### config.mk
export PLATFORM = sky130hd
export DESIGN_NAME = flash_self_program_sections
export DESIGN_NICKNAME = d
export VERILOG_FILES = /design/src/hdl/self_prog_pkg.sv /design/src/hdl/section_if.sv /design/src/hdl/flash_self_program_sections.sv /design/src/hdl/section_decode.sv
export SDC_FILE = /design/constraint.sdc
export NUM_CORES = 1
export LEC_CHECK = 0
export ABC_AREA = 1
export BUFFER_PORTS_ARGS = -buffer_cell sky130_fd_sc_hd__buf_2
export CAP_MARGIN = 20
export CORE_MARGIN = 4
export CORE_UTILIZATION = 46
export DETAILED_ROUTE_END_ITERATION = 7
export GPL_TIMING_DRIVEN = 0
export MAX_ROUTING_LAYER = met4
export PLACE_DENSITY = 0.85
export SETUP_SLACK_MARGIN = 0.05
export SYNTH_ARGS = -nofsm -noshare
export SYNTH_HDL_FRONTEND = slang
export SYNTH_SLANG_ARGS = --single-unit
### constraint.sdc
create_clock -name clk -period 4.49 [get_ports clk]
set_clock_uncertainty 0.05 [all_clocks]
set_input_delay 0.2245 -clock clk [delete_from_list [all_inputs] [get_ports clk]]
set_output_delay 0.2245 -clock clk [all_outputs]
set_load 0.01 [all_outputs]
### src/hdl/self_prog_pkg.sv
// Constants and types for the self-programming section control block.
// Assumes one 250 MHz clock and a word-addressed program Flash.
package self_prog_pkg;

    // Flash geometry, in 16-bit words
    localparam int FLASH_WORD_BITS = 13;
    localparam int PAGE_WORD_BITS  = 6;
    localparam int PAGE_BITS       = FLASH_WORD_BITS - PAGE_WORD_BITS;
    localparam int Z_BITS          = 16;
    // Word address field inside the byte pointer
    localparam int Z_WORD_LSB      = 1;
    localparam int Z_PAGE_LSB      = Z_WORD_LSB + PAGE_WORD_BITS;
    localparam int Z_PAGE_MSB      = Z_WORD_LSB + FLASH_WORD_BITS - 1;

    // Fixed start of the no-read-while-write region
    localparam logic [FLASH_WORD_BITS-1:0] STALL_REGION_START = 13'h1C00;

    // Boot section start per boot size fuse setting
    localparam logic [FLASH_WORD_BITS-1:0] BOOT_START_SZ0 = 13'h1C00;
    localparam logic [FLASH_WORD_BITS-1:0] BOOT_START_SZ1 = 13'h1E00;
    localparam logic [FLASH_WORD_BITS-1:0] BOOT_START_SZ2 = 13'h1F00;
    localparam logic [FLASH_WORD_BITS-1:0] BOOT_START_SZ3 = 13'h1F80;

    // Application reset address
    localparam logic [FLASH_WORD_BITS-1:0] APP_RESET_ADDR = 13'h0000;

    // Lock bit pair: bit 1 = read lock, bit 0 = write lock; 1 = unprogrammed
    localparam int              LOCK_WRITE_BIT = 0;
    localparam int              LOCK_READ_BIT  = 1;
    localparam logic [1:0]      LOCK_RESET     = 2'h3;

    // Reset values of fuse synchronisers (unprogrammed)
    localparam logic [1:0]      SIZE_FUSE_RESET = 2'h3;
    localparam logic            BRST_FUSE_RESET = 1'b1;

    // Store-program commands
    typedef enum logic [1:0] {
        CMD_PAGE_ERASE = 2'h0,
        CMD_PAGE_WRITE = 2'h1,
        CMD_LOCK_WRITE = 2'h2,
        CMD_NONE       = 2'h3
    } spm_cmd_type;

    // Sequencer states
    typedef enum logic [1:0] {
        ST_IDLE = 2'b01,
        ST_RUN  = 2'b10
    } seq_state_type;

endpackage

### src/hdl/section_if.sv
// Interface between the sequencer and the section decoder.
// Assumes both ends run on the same clock; all signals are combinational.
`timescale 1ns/1ps
interface section_if;
    import self_prog_pkg::*;

    logic [1:0]                 boot_size;
    logic [FLASH_WORD_BITS-1:0] exec_addr;
    logic [FLASH_WORD_BITS-1:0] target_addr;
    logic [FLASH_WORD_BITS-1:0] boot_start;
    logic                       exec_in_boot;
    logic                       target_in_boot;
    logic                       target_in_rww;

    modport seq (
        output boot_size, exec_addr, target_addr,
        input  boot_start, exec_in_boot, target_in_boot, target_in_rww
    );

    modport dec (
        input  boot_size, exec_addr, target_addr,
        output boot_start, exec_in_boot, target_in_boot, target_in_rww
    );
endinterface // section_if

### src/hdl/flash_self_program_sections.sv
// Self-programming section and protection control for the program Flash.
// Assumes CPU-side strobes are on clk; fuse pins are asynchronous levels.
`timescale 1ns/1ps
module flash_self_program_sections
    import self_prog_pkg::*;
(
    input  wire logic                       clk,
    input  wire logic                       reset,
    input  wire logic [FLASH_WORD_BITS-1:0] exec_addr,
    input  wire logic                       spm_req,
    input  wire logic [1:0]                 spm_cmd,
    input  wire logic [Z_BITS-1:0]          spm_pointer,
    input  wire logic [3:0]                 spm_lock_data,
    input  wire logic                       rww_clear_req,
    input  wire logic                       prog_if_lock_req,
    input  wire logic [3:0]                 prog_if_lock_data,
    input  wire logic                       chip_erase,
    input  wire logic [1:0]                 boot_size_fuses,
    input  wire logic                       boot_reset_select_fuse,
    input  wire logic                       flash_done,
    output logic                            flash_start,
    output logic [1:0]                      flash_cmd,
    output logic [PAGE_BITS-1:0]            flash_page,
    output logic                            cpu_stall,
    output logic                            rww_read_enable,
    output logic                            rww_region_busy_flag,
    output logic                            spm_refused,
    output logic                            spm_busy,
    output logic [FLASH_WORD_BITS-1:0]      reset_vector,
    output logic [FLASH_WORD_BITS-1:0]      boot_start,
    output logic [3:0]                      boot_lock_bits
);

    section_if s ();

    section_decode u_dec (
        .s (s)
    );

    // Fuse synchronisers
    logic [1:0] size_meta_r;
    logic [1:0] size_r;
    logic       brst_meta_r;
    logic       brst_r;

    always_ff @(posedge clk) begin
        if (reset) begin
            size_meta_r <= SIZE_FUSE_RESET;
            size_r      <= SIZE_FUSE_RESET;
            brst_meta_r <= BRST_FUSE_RESET;
            brst_r      <= BRST_FUSE_RESET;
        end else begin
            size_meta_r <= boot_size_fuses;
            size_r      <= size_meta_r;
            brst_meta_r <= boot_reset_select_fuse;
            brst_r      <= brst_meta_r;
        end
    end

    // Decoder hookup; the pointer's whole word address field (page and word bits) names the target
    logic [FLASH_WORD_BITS-1:0] req_word;

    assign req_word      = spm_pointer[Z_PAGE_MSB:Z_WORD_LSB];
    assign s.boot_size   = size_r;
    assign s.exec_addr   = exec_addr;
    assign s.target_addr = req_word;

    // Sequencer state
    seq_state_type            state_r;
    seq_state_type            state_nxt;
    logic [PAGE_BITS-1:0]     page_r;
    logic [PAGE_BITS-1:0]     page_nxt;
    logic [1:0]               cmd_r;
    logic [1:0]               cmd_nxt;
    logic                     tgt_rww_r;
    logic                     tgt_rww_nxt;
    logic                     start_r;
    logic                     start_nxt;
    logic                     refused_r;
    logic                     refused_nxt;
    logic                     busy_flag_r;
    logic                     busy_flag_nxt;
    logic [1:0]               app_lock_r;
    logic [1:0]               app_lock_nxt;
    logic [1:0]               boot_lock_r;
    logic [1:0]               boot_lock_nxt;
    logic [FLASH_WORD_BITS-1:0] vector_r;
    logic [FLASH_WORD_BITS-1:0] vector_nxt;

    logic from_boot;
    logic is_page_op;
    logic write_locked;

    always_comb begin
        from_boot     = s.exec_in_boot;
        is_page_op    = (spm_cmd == CMD_PAGE_ERASE) || (spm_cmd == CMD_PAGE_WRITE);
        // Each section has its own write lock
        write_locked  = s.target_in_boot ? ~boot_lock_r[LOCK_WRITE_BIT]
                                         : ~app_lock_r[LOCK_WRITE_BIT];

        state_nxt     = state_r;
        page_nxt      = page_r;
        cmd_nxt       = cmd_r;
        tgt_rww_nxt   = tgt_rww_r;
        start_nxt     = 1'b0;
        refused_nxt   = 1'b0;
        busy_flag_nxt = busy_flag_r;
        app_lock_nxt  = app_lock_r;
        boot_lock_nxt = boot_lock_r;

        // Software clear, ignored while an READ_WHILE_WRITE_REGION operation runs
        if (rww_clear_req && !(state_r == ST_RUN && tgt_rww_r)) begin
            busy_flag_nxt = 1'b0;
        end

        case (state_r)
            ST_IDLE: begin
                if (spm_req) begin
                    if (!from_boot) begin
                        refused_nxt = 1'b1;
                    end else if (spm_cmd == CMD_LOCK_WRITE) begin
                        app_lock_nxt  = app_lock_r & spm_lock_data[1:0];
                        boot_lock_nxt = boot_lock_r & spm_lock_data[3:2];
                    end else if (is_page_op && !write_locked) begin
                        // Any page whose section is not write locked is reachable from boot; page latched here
                        page_nxt    = spm_pointer[Z_PAGE_MSB:Z_PAGE_LSB];
                        cmd_nxt     = spm_cmd;
                        tgt_rww_nxt = s.target_in_rww;
                        start_nxt   = 1'b1;
                        state_nxt   = ST_RUN;
                        if (s.target_in_rww) begin
                            busy_flag_nxt = 1'b1;
                        end
                    end else begin
                        refused_nxt = 1'b1;
                    end
                end
            end
            ST_RUN: begin
                if (spm_req) begin
                    refused_nxt = 1'b1;
                end
                if (flash_done) begin
                    state_nxt = ST_IDLE;
                end
            end
            default: begin
                state_nxt = ST_IDLE;
            end
        endcase

        // Programming interface may also program lock bits
        if (prog_if_lock_req) begin
            app_lock_nxt  = app_lock_nxt & prog_if_lock_data[1:0];
            boot_lock_nxt = boot_lock_nxt & prog_if_lock_data[3:2];
        end
        // Only chip erase or reset returns them to unprogrammed
        if (chip_erase) begin
            app_lock_nxt  = LOCK_RESET;
            boot_lock_nxt = LOCK_RESET;
        end

        // Reset target per boot reset fuse
        vector_nxt = brst_r ? APP_RESET_ADDR : s.boot_start;
    end

    always_ff @(posedge clk) begin
        if (reset) begin
            state_r     <= ST_IDLE;
            page_r      <= '0;
            cmd_r       <= CMD_NONE;
            tgt_rww_r   <= 1'b0;
            start_r     <= 1'b0;
            refused_r   <= 1'b0;
            busy_flag_r <= 1'b0;
            app_lock_r  <= LOCK_RESET;
            boot_lock_r <= LOCK_RESET;
            vector_r    <= APP_RESET_ADDR;
        end else begin
            state_r     <= state_nxt;
            page_r      <= page_nxt;
            cmd_r       <= cmd_nxt;
            tgt_rww_r   <= tgt_rww_nxt;
            start_r     <= start_nxt;
            refused_r   <= refused_nxt;
            busy_flag_r <= busy_flag_nxt;
            app_lock_r  <= app_lock_nxt;
            boot_lock_r <= boot_lock_nxt;
            vector_r    <= vector_nxt;
        end
    end

    // Flash array side: page address only, word bits unused for page ops
    assign flash_start          = start_r;
    assign flash_cmd            = cmd_r;
    assign flash_page           = page_r;

    // Core side
    assign spm_busy             = (state_r == ST_RUN);
    assign cpu_stall            = spm_busy && !tgt_rww_r;
    assign rww_read_enable      = !busy_flag_r && !spm_busy;
    assign rww_region_busy_flag = busy_flag_r;
    assign spm_refused          = refused_r;
    assign reset_vector         = vector_r;
    assign boot_start           = s.boot_start;
    assign boot_lock_bits       = {boot_lock_r, app_lock_r};

endmodule // flash_self_program_sections

### src/hdl/section_decode.sv
// Section decoder: boot/application split from fuses, fixed READ_WHILE_WRITE_REGION/NO_READ_WHILE_WRITE_REGION split.
// Assumes fuse value is already synchronised by the caller.
`timescale 1ns/1ps
module section_decode
    import self_prog_pkg::*;
(
    section_if.dec s
);

    function automatic logic [FLASH_WORD_BITS-1:0] boot_start_of(input logic [1:0] sz);
        case (sz)
            2'h0:    boot_start_of = BOOT_START_SZ0;
            2'h1:    boot_start_of = BOOT_START_SZ1;
            2'h2:    boot_start_of = BOOT_START_SZ2;
            default: boot_start_of = BOOT_START_SZ3;
        endcase
    endfunction

    function automatic logic in_boot(input logic [FLASH_WORD_BITS-1:0] a,
                                     input logic [FLASH_WORD_BITS-1:0] start);
        in_boot = (a >= start);
    endfunction

    // Boundary follows the fuses; every start lies at or above STALL_REGION_START
    assign s.boot_start     = boot_start_of(s.boot_size);
    assign s.exec_in_boot   = in_boot(s.exec_addr, s.boot_start);
    assign s.target_in_boot = in_boot(s.target_addr, s.boot_start);
    // Fixed region split, independent of the fuses
    assign s.target_in_rww  = (s.target_addr < STALL_REGION_START);

endmodule // section_decode

Yosys cells after proc, flatten, opt, wreduce, memory -nomap -nowiden. Cells that the tools add are included.

Order comparisons: 3. Equality and inequality tests: 11. Muxes and demuxes: 32. Bitwise gates (word level): 10. Reduce and logical (&&, ||, !) cells: 18.

Operators by type and width (number): $mux 2 (15); $pmux 10 s3 (1); $ge 13x13->1 (2); $mux 1 (14); $lt 13x13->1 const B (1); $ne 2x2->1 const B (5); $reduce_and 5->1 (2); $and 2x2->2 (4); $eq 2x1->1 const B (3); $eq 2x2->1 const B (3); $not 1->1 (6); $logic_and 1x1->1 (5); $logic_not 1->1 (5); $reduce_or 5->1 (1); $logic_not 2->1 (2); $pmux 2 s2 (1); $reduce_or 2->1 (2); $pmux 1 s2 (1); $logic_or 1x1->1 (1).

Register bits: 38. Output and inout bits: 45. Word-level logic and storage cells: 88.

Logic depth before layout (Yosys ltp). Gate-level depths: netlist (run 1).

Depth after elaboration: 11. Depth in mapped cells: 15. Depth with buffers taken out: 15.

Cells and area by module. A second synthesis (run 1) with hierarchy kept.

Cell total of the unflattened synthesis: 238. Area, all modules: 1721.7 um^2.

By module, submodules not included: flash_self_program_sections (instances 1, cells each 165, area each 1346.3 um^2, sequential area each 760.7 um^2); section_decode (instances 1, cells each 73, area each 375.4 um^2, sequential area each 0.0 um^2).

Worst setup path before layout (run 1). No wires, ideal clock.

Path kind: reg-to-reg. Start point: register size_r[1], in the netlist s.boot_size[1]. End point: register page_r[0], in the netlist flash_page[0]. Arrival time: 1.672 ns. Data required time: 4.327 ns. Slack: 2.655 ns. Cell stages (with the launch flop): 14. Path buffers: 1. Period minus slack after synthesis: 1.835 ns. Path through: dfxtp_1 nor2_1 ha_1 nand2_1 nor2_1 a21oi_2 nand2_1 nand2_1 nand3_2 inv_2 nand3_4 buf_6 o21ai_1 nor2_1.

Longest elaborated chain between the ends: 7. Elaborated cells on any way between the ends: 10. Those cells by class: 2 x order compare; 2 x eq/ne; 2 x mux; 4 x reduce/logical.

Ends and longest elaborated chain: start: declaration (RTL line flash_self_program_sections.sv:42) `logic [1:0] size_r;`; start signal: assignment (RTL line flash_self_program_sections.sv:54) `size_r <= size_meta_r;`; $eq 2x2->1, or another cell as far along (RTL line section_decode.sv:11) `case (sz)`; $pmux 10 s3 (*) (RTL line section_decode.sv:11); $ge 13x13->1 (RTL line section_decode.sv:21) `in_boot = (a >= start);`; $mux 1 (RTL line flash_self_program_sections.sv:98) `write_locked = s.target_in_boot ? ~boot_lock_r[LOCK_WRITE_BIT]`; $logic_not 1->1 (RTL line flash_self_program_sections.sv:124) `end else if (is_page_op && !write_locked) begin`; $logic_and 1x1->1 (RTL line flash_self_program_sections.sv:124); $reduce_and 5->1 (no line) (*); end signal: assignment (RTL line flash_self_program_sections.sv:181) `page_r <= page_nxt;`; end: declaration (RTL line flash_self_program_sections.sv:71) `logic [PAGE_BITS-1:0] page_r;`.

Mark *: on every way between the ends. The rest lies on a longest branch, timed or not. A chain may end at the register's enable or synchronous reset.

Worst setup path in the final report (run 1).
Start point: register size_r[1], in the netlist s.boot_size[1]. End point: register page_r[1], in the netlist flash_page[1].

The elaborated chain is that of the path after synthesis.

==> key figures, run 1 <==
STA
  – Fin. Hold Viols: 0
  – Period minus WS final: 2.08 ns
  – Max-slew violation total from the final report: 0
  – Period utilization: 0.464
  – Fmax: about 0.48 GHz
  – Final Setup Violations: 0
  – RSZ-0062 raised after global routing: no
  – Setup TNS: 0 ns
  – Hold slack: approximately 0.035 ns

Synthesis
  – Top_reg_cell synth: dfxtp_1
  – Post-Syn Instances: approximately 210
  – Share of the synthesized area in the top cell type: 0.383
  – Post-synthesis compound-gate area fraction: 0.0802
  – EDFF count, synth: 0
  – Synthesized area: 1510 um^2
  – Top cells by count, synth: nor2_1, nand2_1, dfxtp_1
  – Mean Syn Cell Area: between 7 and 8 um^2
  – Post-synthesis mux area share: 0
  – Top-count cell post-synth: nor2_1
  – Async S/R FF share, synth: 0
  – Post-Synth Simple-Gate Area: 0.294
  – Synth area leaders: dfxtp_1, nor2_1, buf_4
  – Synth warnings: 0
  – Largest family of logic cells by synthesized area: simple AND/OR/NAND/NOR gates
  – Adder-cell share of the synthesized area: 0.0661
  – Area leader, netlist: dfxtp_1
  – Yosys cell types: 24
  – Synth Area in XOR/XNOR: 0
  – Seq/Total Area, Yosys: 0.383
  – Seq cells post-synth: 29

Worst setup path
  – Kind of end point of the critical path: flop
  – Path type of the worst setup path: flop to flop
  – Critical Path RT: roughly 4.7 ns
  – Worst path arrival time: approximately 2.3 ns
  – Worst Path Max Fanout: 10
  – CP Launch Type: flop

Die
  – Total die area: approximately 4300 um^2
  – Core area: between 3000 and 4000 um^2
  – Initial Util: 0.488
  – Row Count: 20
  – DIE HEIGHT: 65.4 um
  – DIE WIDTH: 65.4 um
  – Ports: 94

Route
  – Via count: roughly 1500
  – Initial DRC Count: 40
  – DR pass1 iterations: 4
  – Vias per cell: 4.24
  – Number of remaining DRC errors: 0
  – Wire per inst: approximately 10 um
  – DRT antenna net count: 0
  – Final wirelength: 3.49 mm

GRT
  – Initial antenna violation count: 0
  – Largest net degree at the start of global routing: 11
  – First-pass GRT wire length: 5.52 mm
  – GR Overflow Total: 0
  – GR Util All Layers: 0.174
  – Via count of the first global-routing pass: between 1000 and 1500

Finish
  – Area grow syn2layout: 34.3%
  – Seq. cell area: between 500 and 600 um^2
  – Layout cells sized above 1: 0.380
  – Fin nets: approximately 360
  – Footprint of the multi-input gates: roughly 730 um^2
  – Final core utilization: 0.655
  – Fillers: 312
  – Antenna diode count: 0

CTS
  – Cts hold-fix bufs: 0
  – CTS tree: yes
  – Clock-pin slew on the worst setup and hold paths: approximately 0.090 ns
  – CTS Sinks: 29
  – CTS Buf Count: 5
  – H-tree Lvls: 2
  – Post-CTS setup buffers: 0
  – Worst-Skew Late Latency: around 0.32 ns
  – Clock Path Buffers: 2
  – Clock root buffer: clkbuf_4
  – PostCTS Resize Cnt: 0

Placed design
  – Post-DP HPWL: between 2 and 3 mm
  – Buffers on Ports: 73
  – Placer's final routability congestion estimate: between 0.7 and 0.8

Status
  – Status: finished, final reports clean

Pwr
  – Leakage power: between 1 and 1.5 nW
  – Tot Pwr: 0.000484 W
  – VDD IR-drop max: around 0.00015 V
  – Power per cell area: roughly 240 nW/um^2

Worst hold path
  – HP Class: input port to flop

Job
  – Max-cap violations: 0
-- per-layer routing --
layer / routed length [um] / GRT usage / vias up
met5: 0 / - / -
li1: - / - / 801
met3: 253 / 0.0496 / 5
met2: 1720 / 0.295 / 50
met1: 1460 / 0.188 / 617
met4: 47 / 0.0777 / 0
-- stage by stage --
| step | instance area [um^2] | instances | setup slack, ns |
|---|---|---|---|
| finish | 2030 | 347 | 2.41 |
| global route | 2030 | 347 | 2.14 |
| CTS | 2030 | 347 | 2.40 |
| detailed placement | 1990 | 341 | 2.40 |
| global placement | 1990 | 341 | 2.44 |
| floorplan | 1570 | 224 | 2.66 |
-- sequential cells by signal (all words and copies together), names as in the netlist --
register              flops
tgt_rww_r                 1
rww_region_busy_flag      1
brst_meta_r               1
brst_r                    1
spm_refused               1
state_r                   2
boot_lock_r               2
reset_vector              4
flash_cmd                 2
s.boot_size               2
size_meta_r               2
app_lock_r                2
flash_page                7
flash_start               1
-- logic make-up (layout without fill, tap and decap cells) --
| kind of cell | count (synthesis) | count (layout) |
|---|---|---|
| flops | 29 | 29 |
| other cells | 2 | 17 |
| compound gates | 22 | 22 |
| buf+inv | 48 | 127 |
| fa+ha+maj | 8 | 8 |
| simple gates | 100 | 100 |
-- critical path: stages, from the launching register on --
cell and delay (ns):
dfxtp_1 0.34, nor2_1 0.29, ha_1 0.30, nand2_1 0.08, inv_1 0.05, nand2_1 0.07
nor2_1 0.04, nand2_1 0.08, nand2_1 0.06, nand2_1 0.07, nand3_2 0.09, inv_2 0.10
nand3_4 0.08, buf_6 0.15, o21ai_1 0.11, nor2_1 0.05
-- final timing paths --
path                               start               end  slack, ns  cells past startpoint
setup reg to reg          s.boot_size[1]     flash_page[1]       2.41                     15
hold / removal    boot_reset_select_fuse       brst_meta_r       0.03                      2
hold reg to reg                   brst_r  reset_vector[11]       0.35                      1
setup / recovery          s.boot_size[1]     flash_page[1]       2.41                     15
-- area by class of cell --
class,count,share of cell area
Buffer,22,0.0794
Clock buffer,5,0.0185
Clock inverter,1,0.00246
Inverter,26,0.0480
Multi-Input combinational cell,147,0.359
Sequential cell,29,0.286
Tap cell,44,0.0271
Timing Repair Buffer,73,0.180
-- where the power goes --
group          internal [W]  switching, W  leakage [nW]
sequential         0.000263    0.00000232         0.236
combinational     0.0000407     0.0000422         0.892
clock             0.0000541     0.0000812        0.0269
-- layout by cell type, fill, tap and decap left out, types with 5 or more instances in the layout --
cell,count
buf_4,19
conb_1,17
o21ai_0,9
nor2_1,39
ha_1,8
or2_2,8
nand2_1,37
clkbuf_4,5
buf_2,73
o21ai_1,6
inv_1,23
dfxtp_1,29
Power figures use the tool's default switching activity.
==> run 2: changes to the inputs <==
- CORE_UTILIZATION: 46 -> 38
- PLACE_DENSITY: 0.85 -> 0.75
- clock period: 4.49 -> 1.9 ns (I/O delays scaled with it)
==> run 2 against run 1 <==
  * The flow now finishes with violations (setup timing)
  * Wire length rose by 10%
  * Global-route usage fell by 1.6 points
  * Fmax rose by 8.6%
  * Sequential power rose by 140%
==> key figures, run 2 (same netlist as run 1, synthesis figures left out) <==
CTS
  – Clock root buffer: clkbuf_8
  – Worst-Skew Late Latency: roughly 0.27 ns
  – CTS tree: yes
  – H-tree Lvls: 2
  – Clock Path Buffers: 2
  – CTS Sinks: 29
  – CTS Buf Count: 5
  – Clock-pin slew on the worst setup and hold paths: around 0.06 ns

GRT
  – GR Util All Layers: 0.158
  – Initial antenna violation count: 0
  – Largest net degree at the start of global routing: 11
  – GR Overflow Total: 0
  – Via count of the first global-routing pass: 1474
  – First-pass GRT wire length: ~6 mm

Placed design
  – Post-DP HPWL: approximately 3.0 mm
  – Buffers on Ports: 73
  – DP Cell Count: 345
  – Placer's final routability congestion estimate: 0.838

Die
  – Initial Util: 0.404
  – Row Count: 22
  – Total die area: 5060 um^2
  – DIE WIDTH: between 70 and 80 um
  – Core area: approximately 3700 um^2
  – Ports: 94
  – DIE HEIGHT: between 70 and 80 um

STA
  – Setup TNS: -0.0509 ns
  – Final worst setup slack: -0.0198 ns
  – Final Setup Violations: 5
  – Period minus WS final: approximately 1.9 ns
  – Fmax: about 0.52 GHz
  – RSZ-0062 raised after global routing: yes
  – Max-slew violation total from the final report: 0
  – Fin. Hold Viols: 0
  – Period utilization: 1.01

Worst setup path
  – R2r setup slk: -0.02 ns
  – Kind of end point of the critical path: flop
  – CP max stage cell: dfxtp_4
  – Worst Path Max Fanout: 8
  – CP delay by family, top: simple AND/OR/NAND/NOR gates
  – Path type of the worst setup path: flop to flop
  – Critical Path RT: 2.01 ns
  – R2R Path End: flash_page[3]
  – Worst path cell trace: nor2_4 -> ha_4 -> nand2_4 -> nor2_2 -> a21oi_2 -> buf_4 -> nand3_2 -> nand3_4 -> inv_4 -> nand3_4 -> buf_6 -> inv_8 -> nor2_1 -> nor2_1
  – Reg2reg start: s.boot_size[1]
  – Worst path arrival time: between 2 and 2.5 ns
  – R2R depth: 14
  – Buf/Inv on CP: 4
  – CP Launch Type: flop
  – Worst stage delay on the critical path: 0.37 ns

Finish
  – Commonest non-fill, non-tap cell in the layout: buf_2
  – Leading cell types in the layout, fill and taps excluded: buf_2, nor2_1, dfxtp_1
  – Layout cells sized above 1: 0.521
  – Post-Layout Cell Count: 365
  – Max FFs per register: 7
  – Fillers: between 300 and 400
  – Fin nets: between 300 and 400
  – Antenna diode count: 0
  – Area grow syn2layout: 60.2%

Route
  – Wire per inst: about 11 um
  – Via count: around 1600
  – Initial DRC Count: 38
  – DRT antenna net count: 0
  – Number of remaining DRC errors: 0
  – Vias per cell: ~4.3
  – DR pass1 iterations: 4
  – Final wirelength: about 3.8 mm

Status
  – Status: finished, violations left
  – Failing checks: setup timing

Worst hold path
  – Worst min-delay path startpoint: spm_pointer[8]
  – Min-Delay Endpoint: flash_page[1]
  – Hold path cells: 3
  – HP Class: input port to flop

Pwr
  – VDD IR-drop max: around 0.00038 V
  – Leakage power: between 1 and 1.5 nW
  – Power per cell area: between 500 and 600 nW/um^2

Job
  – Max-cap violations: 0
-- run 2: changes by cell type in the layout (fill, tap and decap cells not counted), sizes merged --
cell,before,now
buf,93,100
clkbuf,7,10
clkinv,1,0
dlygate4sd3,0,5
-- run 2: routing by layer --
layer / up-vias / global-route usage / wire length (um)
met5: - / - / 0
met2: 51 / 0.264 / 1950
met3: 2 / 0.0582 / 317
met1: 686 / 0.171 / 1560
met4: 0 / 0.0585 / 17
li1: 831 / - / -
-- run 2: area by class of cell --
class	instances	area [um^2]	area share
Multi-Input combinational cell	147	931	0.384
Clock buffer	8	80.1	0.0330
Sequential cell	29	586	0.241
Buffer	22	165	0.0681
Inverter	26	108	0.0444
Timing Repair Buffer	85	495	0.204
Tap cell	48	60.1	0.0248
-- run 2: power by group --
| part | total, W | leakage [nW] | internal (W) | switching (W) |
|---|---|---|---|---|
| combinational | 0.000240 | 0.997 | 0.000119 | 0.000120 |
| clock | 0.000464 | 0.0395 | 0.000259 | 0.000204 |
| sequential | 0.000630 | 0.236 | 0.000622 | 0.00000745 |
| total | 0.00133 | 1.27 | 0.00100 | 0.000332 |
-- run 2: worst max-delay path by stage --
stage,slack (ns),cells after the start,end,from
after floorplan,0.07,13,flash_page[0],s.boot_size[1]
after global placement,-0.18,13,flash_page[1],s.boot_size[1]
after detailed placement,-0.24,13,flash_page[1],s.boot_size[1]
after CTS,0.02,13,flash_page[6],s.boot_size[1]
after global routing,-0.13,14,flash_page[3],s.boot_size[1]
final,-0.02,14,flash_page[3],s.boot_size[1]
-- run 2: per-stage QoR --
step	total power [W]	utilization	hold slack [ns]	setup WS, ns	cell area, um^2
after floorplan	0.000759	-	0.128	0.0651	1570
after global placement	0.000832	0.533	0.228	-0.185	2000
after detailed placement	0.000836	0.533	0.230	-0.236	2000
after CTS	0.00133	0.608	0.0154	0.0235	2280
after global routing	0.00141	0.648	0.0303	-0.128	2420
final	0.00133	0.648	0.0249	-0.0198	2420
-- run 2: worst register-to-register path, stage by stage (launching register included) --
cell,delay [ns]
dfxtp_4,0.37
nor2_4,0.15
ha_4,0.22
nand2_4,0.06
nor2_2,0.04
a21oi_2,0.17
buf_4,0.13
nand3_2,0.07
nand3_4,0.09
inv_4,0.04
nand3_4,0.11
buf_6,0.14
inv_8,0.04
nor2_1,0.08
nor2_1,0.05
-- run 2: what timing repair did --
action	in CTS	in global routing
gates cloned	1	0
gates resized for setup	28	37
hold endpoints to repair	6	0
buffers inserted	5	2
pin swaps	13	19
endpoints found under the setup margin	16	18
hold buffers	5	0
==> run 3: changes to the inputs <==
- ABC_AREA: 1 -> 0
- PLACE_DENSITY: 0.75 -> 0.76
==> run 3 against run 2 <==
  * Worst hold slack worse by 0.0034 ns
  * Critical endpoint is now spm_refused
  * Non-clock buffer count up 7
  * Die area down 4.2%
  * Global-route usage up 2.4 points
  * Combinational power up 21%
  * Via count down 2.8%
  * Wire length up 13%
  * Fmax down 16%
  * Clock power up 6.7%
  * Sequential power about the same
  * The flow still finishes with violations (setup timing)
  * Synthesized area down 4.7%
  * Cell count down 11%
==> key figures, run 3 <==
Pwr
  – Power per cell area: roughly 580 nW/um^2
  – VDD IR-drop max: ~0.00047 V
  – Leakage power: approximately 1.1 nW

STA
  – Worst Tran Pin Value: 0.563 ns
  – Worst relative slew slack: 0.625
  – Period utilization: 1.21
  – Fmax: 0.437 GHz
  – Final Setup Violations: 19
  – Fin. Hold Viols: 0
  – Period minus WS final: around 2.3 ns
  – Hold slack: around 0.021 ns
  – RSZ-0062 raised after global routing: yes
  – Final worst setup slack: -0.391 ns
  – Max-slew violation total from the final report: 0

Synthesis
  – Synth warnings: 0
  – EDFF count, synth: 0
  – Synth area leaders: dfxtp_1, buf_4, ha_1
  – Top cells by count, synth: dfxtp_1, buf_4, nor2_1
  – Yosys cell types: 36
  – Area leader, netlist: dfxtp_1
  – Share of the synthesized area in the top cell type: 0.402
  – Synthesized area: about 1400 um^2
  – Async S/R FF share, synth: 0
  – Seq cells post-synth: 29
  – Top-count cell post-synth: dfxtp_1
  – Mean Syn Cell Area: between 8 and 9 um^2
  – Seq/Total Area, Yosys: 0.402
  – Post-Syn Instances: 166
  – Top_reg_cell synth: dfxtp_1

Worst setup path
  – Path type of the worst setup path: flop to flop
  – Reg2reg start: s.boot_size[1]
  – R2R Path End: spm_refused
  – CP Launch Type: flop
  – Worst Setup SP: s.boot_size[1]
  – Worst path arrival time: 2.41 ns
  – Buf/Inv on CP: 3
  – CP max stage cell: dfxtp_4
  – Worst path cell trace: and2_4 -> buf_12 -> ha_4 -> and3_4 -> a311o_1 -> a32oi_4 -> clkbuf_8 -> buf_6 -> a2111oi_4 -> nor2_1
  – Critical Path RT: 2.01 ns
  – R2r setup slk: -0.39 ns
  – R2R depth: 10
  – Kind of end point of the critical path: flop
  – Worst stage delay on the critical path: 0.35 ns
  – Worst Path Max Fanout: 5
  – CP delay by family, top: compound AO/OA/AOI/OAI gates

Die
  – Total die area: around 4800 um^2
  – DIE WIDTH: between 60 and 70 um
  – Core area: approximately 3700 um^2
  – Ports: between 90 and 100
  – Initial Util: 0.394
  – Row Count: 22
  – DIE HEIGHT: 69.6 um

CTS
  – Clock root buffer: clkbuf_8
  – CTS tree: yes
  – CTS Buf Count: 5
  – Worst-Skew Late Latency: around 0.28 ns
  – Clock-pin slew on the worst setup and hold paths: around 0.06 ns
  – CTS Sinks: 29
  – H-tree Lvls: 2
  – Clock Path Buffers: 2

GRT
  – Largest net degree at the start of global routing: 11
  – Via count of the first global-routing pass: between 1000 and 1500
  – First-pass GRT wire length: 6.87 mm
  – Initial antenna violation count: 0
  – GR Util All Layers: 0.182
  – GR Overflow Total: 0

Route
  – Wire per inst: roughly 13 um
  – Number of remaining DRC errors: 0
  – Vias per cell: roughly 4.7
  – DR pass1 iterations: 4
  – DRT antenna net count: 0
  – Initial DRC Count: 30
  – Via count: 1526
  – Final wirelength: roughly 4.3 mm

Worst hold path
  – HP Class: input port to flop
  – Hold path cells: 3
  – Min-Delay Endpoint: spm_refused
  – Worst min-delay path startpoint: spm_req

Finish
  – Leading cell types in the layout, fill and taps excluded: buf_2, dfxtp_1, buf_4
  – Fillers: roughly 330
  – Fin nets: 333
  – Layout cells sized above 1: 0.562
  – Antenna diode count: 0
  – Max FFs per register: 7
  – Commonest non-fill, non-tap cell in the layout: buf_2
  – Area grow syn2layout: 68.8%

Job
  – Max-cap violations: 0

Placed design
  – Buffers on Ports: 72
  – Placer's final routability congestion estimate: around 0.78
  – Place WS: -0.441 ns
  – Post-DP HPWL: roughly 3 mm

Status
  – Failing checks: setup timing
  – Status: finished, violations left
## run 3: cell types whose count changed in the layout (fill, tap and decap cells not counted), moves of 5 or more
cell | before | now
nand2_1 | 24 | 7
nor2_1 | 32 | 8
a21oi_1 | 1 | 6
nand2_4 | 5 | 0
nand2_2 | 8 | 1
nor2_2 | 6 | 1
nand3_1 | 1 | 10
inv_1 | 20 | 8
## run 3: worst max-delay path by stage
stage / slack, ns / depth (start not counted) / end
2_1_floorplan: -0.26 / 9 / state_r[0]
4_1_cts: -0.38 / 10 / spm_refused
6_report: -0.39 / 10 / spm_refused
5_1_grt: -0.47 / 10 / spm_refused
3_3_place_gp: -0.42 / 9 / rww_region_busy_flag
3_5_place_dp: -0.44 / 8 / rww_region_busy_flag
## run 3: kinds of logic (layout without fill, tap and decap cells)
family / count (synthesis) / after routing / synth area share
AOI/OAI and AO/OA: 35 / 35 / 0.167
adders and majority gates: 8 / 8 / 0.0694
buffers and inverters: 35 / 130 / 0.141
DFF: 29 / 29 / 0.402
other: 2 / 17 / 0.00521
and+or+nand+nor: 57 / 57 / 0.215
## run 3: per-stage QoR
step	cell area, um^2	std cells	util	TNS (ns)	power [W]
final	2430	324	0.665	-5.41	0.00142
after detailed placement	1970	301	0.539	-5.99	0.000846
after floorplan	1550	181	-	-2.05	0.000766
after global routing	2430	324	0.665	-7.11	0.00149
after global placement	1970	301	0.539	-5.77	0.000843
after CTS	2300	320	0.628	-5.37	0.00140
## run 3: report_power, final
group	switching, W	total [W]	internal, W
clock network	0.000209	0.000495	0.000286
registers	0.00000746	0.000629	0.000622
logic	0.000137	0.000291	0.000154
total	0.000353	0.00142	0.00106
## run 3: area by class of cell
type / instances / area [um^2] / share of cell area
multi-input cells: 117 / 955 / 0.392
repair buffers: 90 / 541 / 0.222
clock buffers: 7 / 86.3 / 0.0355
flip-flops and latches: 29 / 586 / 0.240
plain buffers: 24 / 171 / 0.0704
inverters: 9 / 36.3 / 0.0149
well taps: 48 / 60.1 / 0.0247
## run 3: routing by layer
layer / track usage / vias to the layer above / share of wire
met2: 0.311 / 58 / 0.53
met3: 0.0609 / 6 / 0.076
li1: - / 762 / -
met1: 0.204 / 700 / 0.39
met5: - / - / 0
met4: 0.0447 / 0 / 0.0090
## run 3: timing repair
item,in CTS,in global routing
endpoints found under the setup margin,19,19
resized for setup,28,32
pin swaps,15,18
gates cloned,1,1
hold buffers,4,0
buffers inserted,7,5
endpoints found under the hold margin,7,0
## run 3: tightest hold or removal path: stages
cell and delay, ns:
buf_2 0.10, o211ai_1 0.07, nor2_1 0.04
